<file path="src/logic/stall_level_pkg.sv">
// Shared constants for the stall level selection and stall flag logic
`default_nettype none

package stall_level_pkg;

    // Setting encodings: levels in 0.1 % of rated current, frequency in 0.01 Hz,
    // compensation factor in %, flag delay in 0.1 s, analog input in mV
    localparam logic [15:0] LEVEL_DISABLED   = 16'h0000;
    localparam logic [15:0] LEVEL_ANALOG     = 16'h270F;   // 9999
    localparam logic [15:0] COMP_CONSTANT    = 16'h270F;   // 9999
    localparam logic [15:0] COMP_UNITY       = 16'h0064;   // 100 %
    localparam logic [15:0] PCT_SCALE        = 16'h0064;   // divide by 100
    localparam logic [15:0] FREQ_400HZ       = 16'h9C40;   // 40000 x 0.01 Hz
    localparam logic [15:0] SEC_FREQ_OFF     = 16'h0000;
    localparam logic [15:0] SEC_FREQ_BY_SEL  = 16'hFFFF;   // 65535 (all ones)
    localparam logic [15:0] TIMER_NOW        = 16'h0000;
    localparam logic [15:0] TIMER_OFF        = 16'h270F;   // 9999
    localparam logic [15:0] FAULT_FREQ       = 16'h0032;   // 0.5 Hz
    localparam logic [15:0] FULL_SCALE_10V   = 16'h2710;   // 10000 mV
    localparam logic [15:0] FULL_SCALE_5V    = 16'h1388;   // 5000 mV
    localparam logic [7:0]  OUT_FUNC_POS     = 8'h03;      // code 3
    localparam logic [7:0]  OUT_FUNC_NEG     = 8'h67;      // code 103
    localparam logic [7:0]  IN_FUNC_SECOND   = 8'h03;      // code 3

    // Timing
    localparam int CLK_HZ        = 10_000_000;
    localparam int FLAG_HOLD_MS  = 100;
    localparam int TICK_MS       = 100;                    // delay timer resolution
    localparam int FAULT_HOLD_S  = 3;
    localparam int HOLD_CYCLES   = (FLAG_HOLD_MS * (CLK_HZ / 1000));
    localparam int TICK_CYCLES   = (TICK_MS * (CLK_HZ / 1000));
    localparam logic [15:0] FAULT_TICKS = 16'(FAULT_HOLD_S * 1000 / TICK_MS);
    localparam int CNT_W         = 32;
    localparam int DIV_W         = 40;

    typedef enum logic [3:0] {
        CALC_A  = 4'b0001,
        CALC_B  = 4'b0010,
        CALC_T  = 4'b0100,
        CALC_AN = 4'b1000
    } calc_state_t;

endpackage

`default_nettype wire

</file>
<file path="src/logic/seq_divider.sv">
// Unsigned restoring divider, one quotient bit per clock
`default_nettype none

module seq_divider #(
    parameter int W = 40
) (
    input  wire logic         clk_sys_i,
    input  wire logic         rst_i,
    input  wire logic         start_i,
    input  wire logic [W-1:0] num_i,
    input  wire logic [W-1:0] den_i,
    output logic              done_o,
    output logic [W-1:0]      quot_o
);
    localparam int CW = $clog2(W + 1);

    logic [W-1:0]  rem_r;
    logic [W-1:0]  quo_r;
    logic [W-1:0]  den_r;
    logic [CW-1:0] cnt_r;
    logic          busy_r;
    logic [W:0]    trial;

    assign trial = {rem_r, quo_r[W-1]} - {1'b0, den_r};

    always_ff @(posedge clk_sys_i or posedge rst_i) begin
        if (rst_i) begin
            rem_r  <= '0;
            quo_r  <= '0;
            den_r  <= '0;
            cnt_r  <= '0;
            busy_r <= 1'b0;
            done_o <= 1'b0;
            quot_o <= '0;
        end else begin
            done_o <= 1'b0;
            if (start_i) begin
                rem_r  <= '0;
                quo_r  <= num_i;
                den_r  <= den_i;
                cnt_r  <= CW'(W);
                busy_r <= 1'b1;
            end else if (busy_r) begin
                if (!trial[W]) begin
                    rem_r <= trial[W-1:0];
                    quo_r <= {quo_r[W-2:0], 1'b1};
                end else begin
                    rem_r <= {rem_r[W-2:0], quo_r[W-1]};
                    quo_r <= {quo_r[W-2:0], 1'b0};
                end
                cnt_r <= cnt_r - 1'b1;
                if (cnt_r == CW'(1)) begin
                    busy_r <= 1'b0;
                    done_o <= 1'b1;
                    // Zero divisor saturates rather than returning garbage
                    quot_o <= (den_r == '0) ? '1
                              : (!trial[W] ? {quo_r[W-2:0], 1'b1} : {quo_r[W-2:0], 1'b0});
                end
            end
        end
    end

endmodule

`default_nettype wire

</file>
<file path="src/logic/stall_level_select.sv">
// Stall prevention level selection, stall flag, flag timer and stall hold fault
//
// How it works
// - On engagement the stall flag rises and stays high longer than 100 ms.
// - Flag drops once current is at or below the active level.
// - Delay setting 0 immediate, 0.1-25 s delayed, 9999 never asserts.
// - Flag reaches a terminal with function code 3 true or 103 inverted.
// - Engaged at 0.5 Hz or less for 3 s raises sticky fault, output off.
// - Above reduction start frequency the level follows the reduction formula.
// - Compensation factor 9999 keeps the primary level up to 400 Hz.
// - Second level applies from 0 Hz to second frequency; acceleration uses primary.
// - Second frequency 0 disables; otherwise active at or below it, not accelerating.
// - Second frequency 65535 picks second level while select input is on.
// - When both levels could apply in frequency mode, the smaller one wins.
// - In analog mode the select input swaps analog level for second level.
// - Second level 0 % with frequency mode gives 0 % at or above second frequency.
// - Select input comes from the terminal whose function code is 3.
// - Select input also enables all other second-function settings.
// - Primary level 9999 takes the level from the analog input, 5 V or 10 V span.
// - Zero-input and full-input settings give the level at 0 V and full scale.
// - Analog mode disables the fast-response current limit.
// - Analog mode disables other uses of the analog input.
// - Engaged: hold acceleration, decelerate at constant speed, hold deceleration.
// - Primary level 0 disables stall prevention; otherwise percent of rated current.
`default_nettype none

module stall_level_select
    import stall_level_pkg::*;
#(
    parameter int HOLD_CYC = HOLD_CYCLES,
    parameter int TICK_CYC = TICK_CYCLES
) (
    input  wire logic        clk_sys_i,
    input  wire logic        rst_i,
    input  wire logic [15:0] out_current_i,
    input  wire logic [15:0] out_freq_i,
    input  wire logic        accel_i,
    input  wire logic        decel_i,
    input  wire logic [15:0] primary_stall_level_i,
    input  wire logic [15:0] high_speed_comp_factor_i,
    input  wire logic [15:0] reduction_start_freq_i,
    input  wire logic [15:0] second_stall_level_i,
    input  wire logic [15:0] second_stall_freq_i,
    input  wire logic [15:0] level_at_zero_input_i,
    input  wire logic [15:0] level_at_full_input_i,
    input  wire logic        analog_range_select_i,
    input  wire logic [15:0] analog_in_mv_i,
    input  wire logic [15:0] flag_delay_timer_i,
    input  wire logic [7:0]  output_terminal_function_i,
    input  wire logic [7:0]  input_terminal_function_i,
    input  wire logic        input_terminal_i,
    input  wire logic        fast_limit_request_i,
    output logic [15:0]      active_level_o,
    output logic             overload_stall_flag_o,
    output logic             flag_terminal_o,
    output logic             stall_hold_fault_o,
    output logic             drive_enable_o,
    output logic             hold_accel_o,
    output logic             force_decel_o,
    output logic             hold_decel_o,
    output logic             second_function_select_o,
    output logic             fast_limit_enable_o,
    output logic             aux_input_enable_o
);

    function automatic logic [15:0] min16(input logic [15:0] a, input logic [15:0] b);
        min16 = (a < b) ? a : b;
    endfunction

    function automatic logic [15:0] absdiff(input logic [15:0] a, input logic [15:0] b);
        absdiff = (a >= b) ? (a - b) : (b - a);
    endfunction

    // ---------------- Setting decode ----------------
    logic enabled;
    logic analog_mode;
    logic sel_in;
    assign enabled     = (primary_stall_level_i != LEVEL_DISABLED);
    assign analog_mode = (primary_stall_level_i == LEVEL_ANALOG);
    assign sel_in      = (input_terminal_function_i == IN_FUNC_SECOND)
                         && input_terminal_i;

    // ---------------- Shared divider for the level arithmetic ----------------
    calc_state_t      st_r;
    logic             start_r;
    logic             div_done;
    logic [DIV_W-1:0] div_q;
    logic [DIV_W-1:0] div_num;
    logic [DIV_W-1:0] div_den;
    logic [15:0]      a_r;
    logic [15:0]      b_r;
    logic [15:0]      hi_level_r;
    logic [15:0]      an_level_r;
    logic [15:0]      vmax;
    logic [15:0]      vin;
    logic [15:0]      l_minus_a;
    logic [15:0]      c_minus_u;
    logic             neg_t;

    assign vmax      = analog_range_select_i ? FULL_SCALE_10V : FULL_SCALE_5V;
    assign vin       = min16(analog_in_mv_i, vmax);
    assign l_minus_a = absdiff(primary_stall_level_i, a_r);
    assign c_minus_u = absdiff(high_speed_comp_factor_i, COMP_UNITY);
    assign neg_t     = (primary_stall_level_i < a_r) != (high_speed_comp_factor_i < COMP_UNITY);

    always_comb begin
        div_num = '0;
        div_den = '0;
        case (st_r)
            CALC_A: begin
                div_num = DIV_W'(reduction_start_freq_i) * DIV_W'(primary_stall_level_i);
                div_den = DIV_W'(out_freq_i);
            end
            CALC_B: begin
                div_num = DIV_W'(reduction_start_freq_i) * DIV_W'(primary_stall_level_i);
                div_den = DIV_W'(FREQ_400HZ);
            end
            CALC_T: begin
                div_num = DIV_W'(b_r) * DIV_W'(l_minus_a) * DIV_W'(c_minus_u);
                div_den = DIV_W'(absdiff(primary_stall_level_i, b_r)) * DIV_W'(PCT_SCALE);
            end
            CALC_AN: begin
                div_num = DIV_W'(absdiff(level_at_full_input_i, level_at_zero_input_i))
                          * DIV_W'(vin);
                div_den = DIV_W'(vmax);
            end
            default: begin
                div_num = '0;
                div_den = '0;
            end
        endcase
    end

    seq_divider #(.W(DIV_W)) u_div (
        .clk_sys_i (clk_sys_i),
        .rst_i     (rst_i),
        .start_i   (start_r),
        .num_i     (div_num),
        .den_i     (div_den),
        .done_o    (div_done),
        .quot_o    (div_q)
    );

    // The level calculation loops forever; each result is at most four divisions old
    always_ff @(posedge clk_sys_i or posedge rst_i) begin
        if (rst_i) begin
            st_r       <= CALC_A;
            start_r    <= 1'b1;
            a_r        <= '0;
            b_r        <= '0;
            hi_level_r <= '0;
            an_level_r <= '0;
        end else begin
            start_r <= div_done;
            if (div_done) begin
                case (st_r)
                    CALC_A: begin
                        a_r  <= (div_q > DIV_W'(16'hFFFF)) ? 16'hFFFF : div_q[15:0];
                        st_r <= CALC_B;
                    end
                    CALC_B: begin
                        b_r  <= div_q[15:0];
                        st_r <= CALC_T;
                    end
                    CALC_T: begin
                        // A + B*(L-A)/(L-B)*(C-100)/100, clamped at zero
                        if (neg_t) begin
                            hi_level_r <= (div_q >= DIV_W'(a_r)) ? '0
                                          : a_r - div_q[15:0];
                        end else begin
                            hi_level_r <= a_r + div_q[15:0];
                        end
                        st_r <= CALC_AN;
                    end
                    CALC_AN: begin
                        if (level_at_full_input_i >= level_at_zero_input_i) begin
                            an_level_r <= level_at_zero_input_i + div_q[15:0];
                        end else begin
                            an_level_r <= level_at_zero_input_i - div_q[15:0];
                        end
                        st_r <= CALC_A;
                    end
                    default: begin
                        st_r <= CALC_A;
                    end
                endcase
            end
        end
    end

    // ---------------- Active level selection ----------------
    logic [15:0] base_level;
    logic [15:0] level_nxt;
    logic        by_sel;
    logic        sec_on;

    assign by_sel = (second_stall_freq_i == SEC_FREQ_BY_SEL);

    always_comb begin
        if (analog_mode) begin
            base_level = an_level_r;
        end else if (high_speed_comp_factor_i != COMP_CONSTANT
                     && out_freq_i > reduction_start_freq_i) begin
            base_level = hi_level_r;
        end else begin
            base_level = primary_stall_level_i;
        end
    end

    assign sec_on = !accel_i && second_stall_freq_i != SEC_FREQ_OFF
                    && out_freq_i <= second_stall_freq_i;

    always_comb begin
        if (by_sel) begin
            level_nxt = sel_in ? second_stall_level_i : base_level;
        end else if (second_stall_freq_i != SEC_FREQ_OFF && second_stall_level_i == '0
                     && out_freq_i >= second_stall_freq_i) begin
            level_nxt = '0;
        end else if (sec_on && second_stall_level_i != '0) begin
            level_nxt = min16(base_level, second_stall_level_i);
        end else begin
            level_nxt = base_level;
        end
    end

    logic engaged_r;

    always_ff @(posedge clk_sys_i or posedge rst_i) begin
        if (rst_i) begin
            active_level_o <= '0;
            engaged_r      <= 1'b0;
        end else begin
            active_level_o <= level_nxt;
            engaged_r      <= enabled && (out_current_i > level_nxt);
        end
    end

    // ---------------- Corrective action and mode outputs ----------------
    always_ff @(posedge clk_sys_i or posedge rst_i) begin
        if (rst_i) begin
            hold_accel_o             <= 1'b0;
            force_decel_o            <= 1'b0;
            hold_decel_o             <= 1'b0;
            second_function_select_o <= 1'b0;
            fast_limit_enable_o      <= 1'b0;
            aux_input_enable_o       <= 1'b0;
        end else begin
            hold_accel_o             <= engaged_r && accel_i;
            force_decel_o            <= engaged_r && !accel_i && !decel_i;
            hold_decel_o             <= engaged_r && !accel_i && decel_i;
            second_function_select_o <= sel_in;
            fast_limit_enable_o      <= fast_limit_request_i && !analog_mode;
            aux_input_enable_o       <= !analog_mode;
        end
    end

    // ---------------- Flag delay timer ----------------
    logic [CNT_W-1:0] dly_pre_r;
    logic [15:0]      dly_ticks_r;
    logic             delay_done;

    always_ff @(posedge clk_sys_i or posedge rst_i) begin
        if (rst_i) begin
            dly_pre_r   <= '0;
            dly_ticks_r <= '0;
        end else if (!engaged_r) begin
            dly_pre_r   <= '0;
            dly_ticks_r <= '0;
        end else if (dly_ticks_r < flag_delay_timer_i) begin
            if (dly_pre_r == CNT_W'(TICK_CYC - 1)) begin
                dly_pre_r   <= '0;
                dly_ticks_r <= dly_ticks_r + 1'b1;
            end else begin
                dly_pre_r <= dly_pre_r + 1'b1;
            end
        end
    end

    assign delay_done = engaged_r && flag_delay_timer_i != TIMER_OFF
                        && (flag_delay_timer_i == TIMER_NOW
                            || dly_ticks_r >= flag_delay_timer_i);

    // ---------------- Stall flag with minimum hold ----------------
    logic [CNT_W-1:0] hold_cnt_r;

    always_ff @(posedge clk_sys_i or posedge rst_i) begin
        if (rst_i) begin
            overload_stall_flag_o <= 1'b0;
            hold_cnt_r            <= '0;
        end else if (!overload_stall_flag_o) begin
            hold_cnt_r <= '0;
            if (delay_done) begin
                overload_stall_flag_o <= 1'b1;
            end
        end else if (hold_cnt_r < CNT_W'(HOLD_CYC)) begin
            hold_cnt_r <= hold_cnt_r + 1'b1;
        end else if (!engaged_r) begin
            overload_stall_flag_o <= 1'b0;
        end
    end

    // Terminal follows one cycle behind the flag so both come from flops
    always_ff @(posedge clk_sys_i or posedge rst_i) begin
        if (rst_i) begin
            flag_terminal_o <= 1'b0;
        end else if (output_terminal_function_i == OUT_FUNC_POS) begin
            flag_terminal_o <= overload_stall_flag_o;
        end else if (output_terminal_function_i == OUT_FUNC_NEG) begin
            flag_terminal_o <= !overload_stall_flag_o;
        end else begin
            flag_terminal_o <= 1'b0;
        end
    end

    // ---------------- Stall hold fault ----------------
    logic [CNT_W-1:0] flt_pre_r;
    logic [15:0]      flt_ticks_r;
    logic             low_stall;

    assign low_stall = engaged_r && out_freq_i <= FAULT_FREQ;

    always_ff @(posedge clk_sys_i or posedge rst_i) begin
        if (rst_i) begin
            flt_pre_r          <= '0;
            flt_ticks_r        <= '0;
            stall_hold_fault_o <= 1'b0;
            drive_enable_o     <= 1'b0;
        end else begin
            drive_enable_o <= !stall_hold_fault_o;
            if (!low_stall) begin
                flt_pre_r   <= '0;
                flt_ticks_r <= '0;
            end else if (flt_ticks_r >= FAULT_TICKS) begin
                stall_hold_fault_o <= 1'b1;
                drive_enable_o     <= 1'b0;
            end else if (flt_pre_r == CNT_W'(TICK_CYC - 1)) begin
                flt_pre_r   <= '0;
                flt_ticks_r <= flt_ticks_r + 1'b1;
            end else begin
                flt_pre_r <= flt_pre_r + 1'b1;
            end
        end
    end

    // ---------------- Assertions ----------------
    flag_min_hold_a: assert property (@(posedge clk_sys_i) disable iff (rst_i)
        $rose(overload_stall_flag_o) |-> overload_stall_flag_o [*8])
        else $error("stall flag released too early");

    flag_release_a: assert property (@(posedge clk_sys_i) disable iff (rst_i)
        $fell(overload_stall_flag_o) |-> !$past(engaged_r)
        && $past(hold_cnt_r) >= CNT_W'(HOLD_CYC))
        else $error("stall flag fell while engaged or before hold");

    flag_suppress_a: assert property (@(posedge clk_sys_i) disable iff (rst_i)
        $rose(overload_stall_flag_o) |-> $past(flag_delay_timer_i) != TIMER_OFF
        && $past(engaged_r))
        else $error("stall flag rose while suppressed or idle");

    term_polarity_a: assert property (@(posedge clk_sys_i) disable iff (rst_i)
        !$past(rst_i) && $past(output_terminal_function_i) == OUT_FUNC_NEG
        |-> flag_terminal_o == !$past(overload_stall_flag_o))
        else $error("inverted flag terminal wrong");

    fault_sticky_a: assert property (@(posedge clk_sys_i) disable iff (rst_i)
        stall_hold_fault_o |=> stall_hold_fault_o && !drive_enable_o)
        else $error("stall hold fault not held");

    disabled_idle_a: assert property (@(posedge clk_sys_i) disable iff (rst_i)
        !enabled |=> !engaged_r ##1 !hold_accel_o && !force_decel_o)
        else $error("stall engaged while disabled");

    second_select_a: assert property (@(posedge clk_sys_i) disable iff (rst_i)
        by_sel && sel_in |=> active_level_o == $past(second_stall_level_i))
        else $error("second level not chosen by select input");

    accel_primary_a: assert property (@(posedge clk_sys_i) disable iff (rst_i)
        accel_i && !by_sel && !analog_mode && high_speed_comp_factor_i == COMP_CONSTANT
        && (second_stall_level_i != '0 || second_stall_freq_i == SEC_FREQ_OFF)
        |=> active_level_o == $past(primary_stall_level_i))
        else $error("non primary level during acceleration");

    analog_fast_a: assert property (@(posedge clk_sys_i) disable iff (rst_i)
        analog_mode |=> !fast_limit_enable_o && !aux_input_enable_o)
        else $error("analog mode left other functions on");

endmodule

`default_nettype wire

</file>
<file path="config.mk">
export PLATFORM = sky130hd
export DESIGN_NAME = stall_level_select
export DESIGN_NICKNAME = d
export VERILOG_FILES = /design/src/logic/stall_level_pkg.sv /design/src/logic/seq_divider.sv /design/src/logic/stall_level_select.sv
export SDC_FILE = /design/constraint.sdc
export NUM_CORES = 2
export LEC_CHECK = 0
export ABC_AREA = 1
export BUFFER_PORTS_ARGS = -buffer_cell sky130_fd_sc_hd__clkbuf_2
export CELL_PAD_IN_SITES_DETAIL_PLACEMENT = 1
export CELL_PAD_IN_SITES_GLOBAL_PLACEMENT = 1
export CORE_ASPECT_RATIO = 0.9
export CORE_MARGIN = 3
export CORE_UTILIZATION = 53
export DETAILED_ROUTE_END_ITERATION = 12
export PLACE_DENSITY_LB_ADDON = 0.1
export SLEW_MARGIN = 20
export SYNTH_ARGS = -nofsm -noshare
export SYNTH_HDL_FRONTEND = slang
export SYNTH_HIERARCHICAL = 1
export SYNTH_SLANG_ARGS = --single-unit
</file>
<file path="constraint.sdc">
create_clock -name clk_sys_i -period 20.6 [get_ports clk_sys_i]
set_input_delay 5.15 -clock clk_sys_i [delete_from_list [all_inputs] [get_ports clk_sys_i]]
set_output_delay 5.15 -clock clk_sys_i [all_outputs]
set_load 0.01 [all_outputs]
</file>
==> results.json <==
{
  "status": "finished, final reports clean",
  "nNetsFinal": 12100,
  "grt_remaining_overflow": 0,
  "post-synth-top-area-cell": "sky130_fd_sc_hd__fa_1",
  "antenna_found_initial": 19,
  "vdd.ir_drop.worst_v": 0.000510,
  "setup_tns_ns": 0,
  "design.portCount": 225,
  "logic_depth_of_the_worst_register_to_register_path": 57,
  "timing.fmax_ghz": 0.0521,
  "min_to": "drive_enable_o",
  "synth-seq-area-share_pct": 13.3,
  "cts-htree-levels": 2,
  "crit_top_cell": "sky130_fd_sc_hd__fa_1",
  "finalWorstPathRequiredPeriod_ns": 19.21,
  "gp_congestion": 0.988,
  "drt_iter0_markers": 4736,
  "route.final.wire_length_um": 276000,
  "fp-row-count": 129,
  "hold_ws_ns": 0.472,
  "postCtsSetupRepairBufs": 0,
  "clock_pin_slew_worst_setup_and_hold_paths_ns": 0.06,
  "netlist_top_cells_area": "sky130_fd_sc_hd__fa_1 27%, sky130_fd_sc_hd__dfrtp_1 13%, sky130_fd_sc_hd__ha_1 13%",
  "vias_per_cell": 5.74,
  "yosys.cell_count.top_type": "sky130_fd_sc_hd__nand2_1",
  "final_util_pct": 57.1,
  "worst_case_headroom_to_the_max_slew_limit_pct": 20.9,
  "numCtsBuffers": 51,
  "coreArea_mm2": 0.138,
  "start_util_pct": 53.5,
  "power.density_mw_per_mm2": 105,
  "tritoncts": "done",
  "area.sequential_mm2": 0.00982,
  "layout-area-overhead-vs-synth_pct": 6.77,
  "cts-resized-gates": 0,
  "dr.pass1.iters": 9,
  "yosysWarningCount": 6,
  "grt_max_degree": 132,
  "ctsLongestPathBuffers": 3,
  "p_leak_nw": 42.3,
  "number_of_clock_sinks": 392,
  "syn-instance-count": 10000,
  "final-hold-violation-count": 0,
  "floorplan.die.width_um": 399,
  "route.antenna.remaining_nets": 0,
  "synth_top_area_share_pct": 27.0,
  "worst_case_clock_skew_ns": 0.0447,
  "die_height_um": 360,
  "wl_per_cell_um": 22.9,
  "share_of_post_route_cells_with_drive_strength_above_1_pct": 5.68,
  "hold_path_class": "flip-flop to flip-flop",
  "critical_path.slowest_cell": "sky130_fd_sc_hd__fa_1",
  "ffs_w_async_s_r_synth_pct": 100,
  "root_buffer": "sky130_fd_sc_hd__clkbuf_16",
  "grt_first_pass_wirelength_um": 432000,
  "timing.critical_path.arrival_ns": 19.69,
  "timing.critical_path.fanout_max": 19,
  "r2r_setup_slack_ns": 6.13,
  "final.fill_count": 17800,
  "remaining_drc_errors": 0,
  "layout.cell_area.non_filler_mm2": 0.0787,
  "synth_top_cells_by_count": "2265 x sky130_fd_sc_hd__nand2_1, 2254 x sky130_fd_sc_hd__inv_1, 995 x sky130_fd_sc_hd__fa_1, 869 x sky130_fd_sc_hd__nor2_1, 741 x sky130_fd_sc_hd__ha_1",
  "detailed_place_hpwl_um": 227000,
  "timing.critical_path.to_type": "flip-flop",
  "critical_path.reg2reg.endpoint": "u_div/quo_r[33]",
  "worst_skew_pair.late_latency_ns": 0.67,
  "final.period_utilization_pct": 93.2,
  "synth-edff-count": 0,
  "grt_pass1_vias": 76200,
  "ys_seq_elements": 392,
  "total_of_buffers_placed_on_input_and_output_ports": 224,
  "cts_hold_buffers": 0,
  "hold_start": "stall_hold_fault_o",
  "yosysUniqueCellTypes": 78,
  "multi_input_comb_area_mm2": 0.0543,
  "post_synthesis_instance_area_mm2": 0.0737,
  "drv_slew": 0,
  "worstHoldPathCells": 1,
  "num_vias": 69100,
  "syn_area_per_cell_um2": 7.35,
  "detailed_place.area_mm2": 0.0768,
  "worst_path_class_setup": "primary input to flip-flop",
  "setup_repair_after_global_routing_missed_its_margin": "false",
  "die_area_mm2": 0.144,
  "worstPathRequired_ns": 21.08,
  "dominantRegCellSynth": "sky130_fd_sc_hd__dfrtp_1",
  "track_usage_pct": 38.6,
  "worstMarginPinSlew_ns": 1.19,
  "drv_cap": 0,
  "setup_viol_count_final": 0,
  "crit_path_max_incr_delay_ns": 0.55,
  "critical_r2r_launch": "a_r[1]",
  "critical_path.startpoint_type": "primary input"
}
-- per-stage QoR --
step	total power, mW	cells	setup WS [ns]
after floorplan	5.25	10100	3.14
after global placement	6.68	11900	1.31
after detailed placement	7.05	11900	0.978
after CTS	8.13	12000	1.58
after global routing	9.08	12000	0.436
final	8.24	12000	1.39
-- logic make-up after synthesis --
kind of cell | count (synthesis) | share of synthesized area, %
mux | 3 | 0.0407
other cells | 2 | 0.0102
buf+inv | 2584 | 13.4
compound gates | 1314 | 10.2
xor+xnor | 173 | 2.13
fa+ha+maj | 1736 | 39.6
flops | 392 | 13.3
simple gates | 3825 | 21.3
-- state kept, by name, indices dropped and copies added, names as in the netlist, 32 cells and up --
name          cells
u_div/den_r      40
u_div/quo_r      40
u_div/quot_o     40
u_div/rem_r      40
dly_pre_r        32
flt_pre_r        32
hold_cnt_r       32
-- metal layers --
layer	up-vias	global-route usage, %	wire length [um]
met5	-	0	48
met2	2469	64.0	131000
met3	682	6.40	19600
li1	31000	-	-
met1	34900	49.6	111000
met4	8	17.2	13900
-- cell type report --
cell class                 instances  share of cell area [%]
clock inverter                    30                   0.568
multi-input combinational       7100                    69.0
inverter                        2288                    10.9
sequential                       392                    12.5
tap                             1834                    2.92
timing repair buffer             311                    2.25
antenna                           17                  0.0541
clock buffer                      65                    1.84
-- worst max-delay path, delay by kind of cell --
kind / cells / cell delay (ns)
fa+ha+maj: 15 / 7.04
simple gates: 20 / 2.89
xor+xnor: 2 / 0.59
compound gates: 9 / 1.87
buf+inv: 14 / 2.09
-- how the worst max path moves through the flow --
stage	cells after the start	endpoint	slack, ns	from
detailed placement	61	u_div/quo_r[33]	0.98	primary_stall_level_i[12]
finish	60	u_div/quo_r[33]	1.39	primary_stall_level_i[12]
global route	63	u_div/quo_r[39]	0.44	primary_stall_level_i[5]
CTS	61	u_div/quo_r[33]	1.58	primary_stall_level_i[12]
floorplan	66	u_div/quo_r[33]	3.14	primary_stall_level_i[5]
global placement	63	u_div/quo_r[38]	1.31	primary_stall_level_i[12]
-- report_power, final --
group / internal [mW] / total (mW) / switching (mW)
clock: 0.594 / 1.01 / 0.417
combinational: 2.28 / 6.44 / 4.15
sequential: 0.781 / 0.788 / 0.00718
-- layout by cell type, fill, tap and decap left out, types with 19 or more instances in the layout --
| master | n |
|---|---|
| sky130_fd_sc_hd__xnor2_1 | 49 |
| sky130_fd_sc_hd__nor3_1 | 102 |
| sky130_fd_sc_hd__clkbuf_16 | 51 |
| sky130_fd_sc_hd__nand3_1 | 327 |
| sky130_fd_sc_hd__a21oi_1 | 582 |
| sky130_fd_sc_hd__a21o_1 | 26 |
| sky130_fd_sc_hd__xor2_1 | 117 |
| sky130_fd_sc_hd__conb_1 | 49 |
| sky130_fd_sc_hd__clkbuf_2 | 224 |
| sky130_fd_sc_hd__dfrtp_1 | 390 |
| sky130_fd_sc_hd__inv_2 | 20 |
| sky130_fd_sc_hd__o211ai_1 | 40 |
| sky130_fd_sc_hd__fa_1 | 995 |
| sky130_fd_sc_hd__nand2_2 | 22 |
| sky130_fd_sc_hd__o21bai_1 | 36 |
| sky130_fd_sc_hd__nor2_1 | 866 |
| sky130_fd_sc_hd__or2_2 | 52 |
| sky130_fd_sc_hd__nand2_1 | 2265 |
| sky130_fd_sc_hd__inv_1 | 2252 |
| sky130_fd_sc_hd__o21ai_0 | 384 |
| sky130_fd_sc_hd__o21ai_1 | 19 |
| sky130_fd_sc_hd__a31oi_1 | 34 |
| sky130_fd_sc_hd__o221ai_1 | 52 |
| sky130_fd_sc_hd__buf_4 | 87 |
| sky130_fd_sc_hd__nand4_1 | 81 |
| sky130_fd_sc_hd__ha_1 | 741 |
| sky130_fd_sc_hd__nor4_1 | 55 |
| sky130_fd_sc_hd__o21a_1 | 27 |
Power figures use the tool's default switching activity.
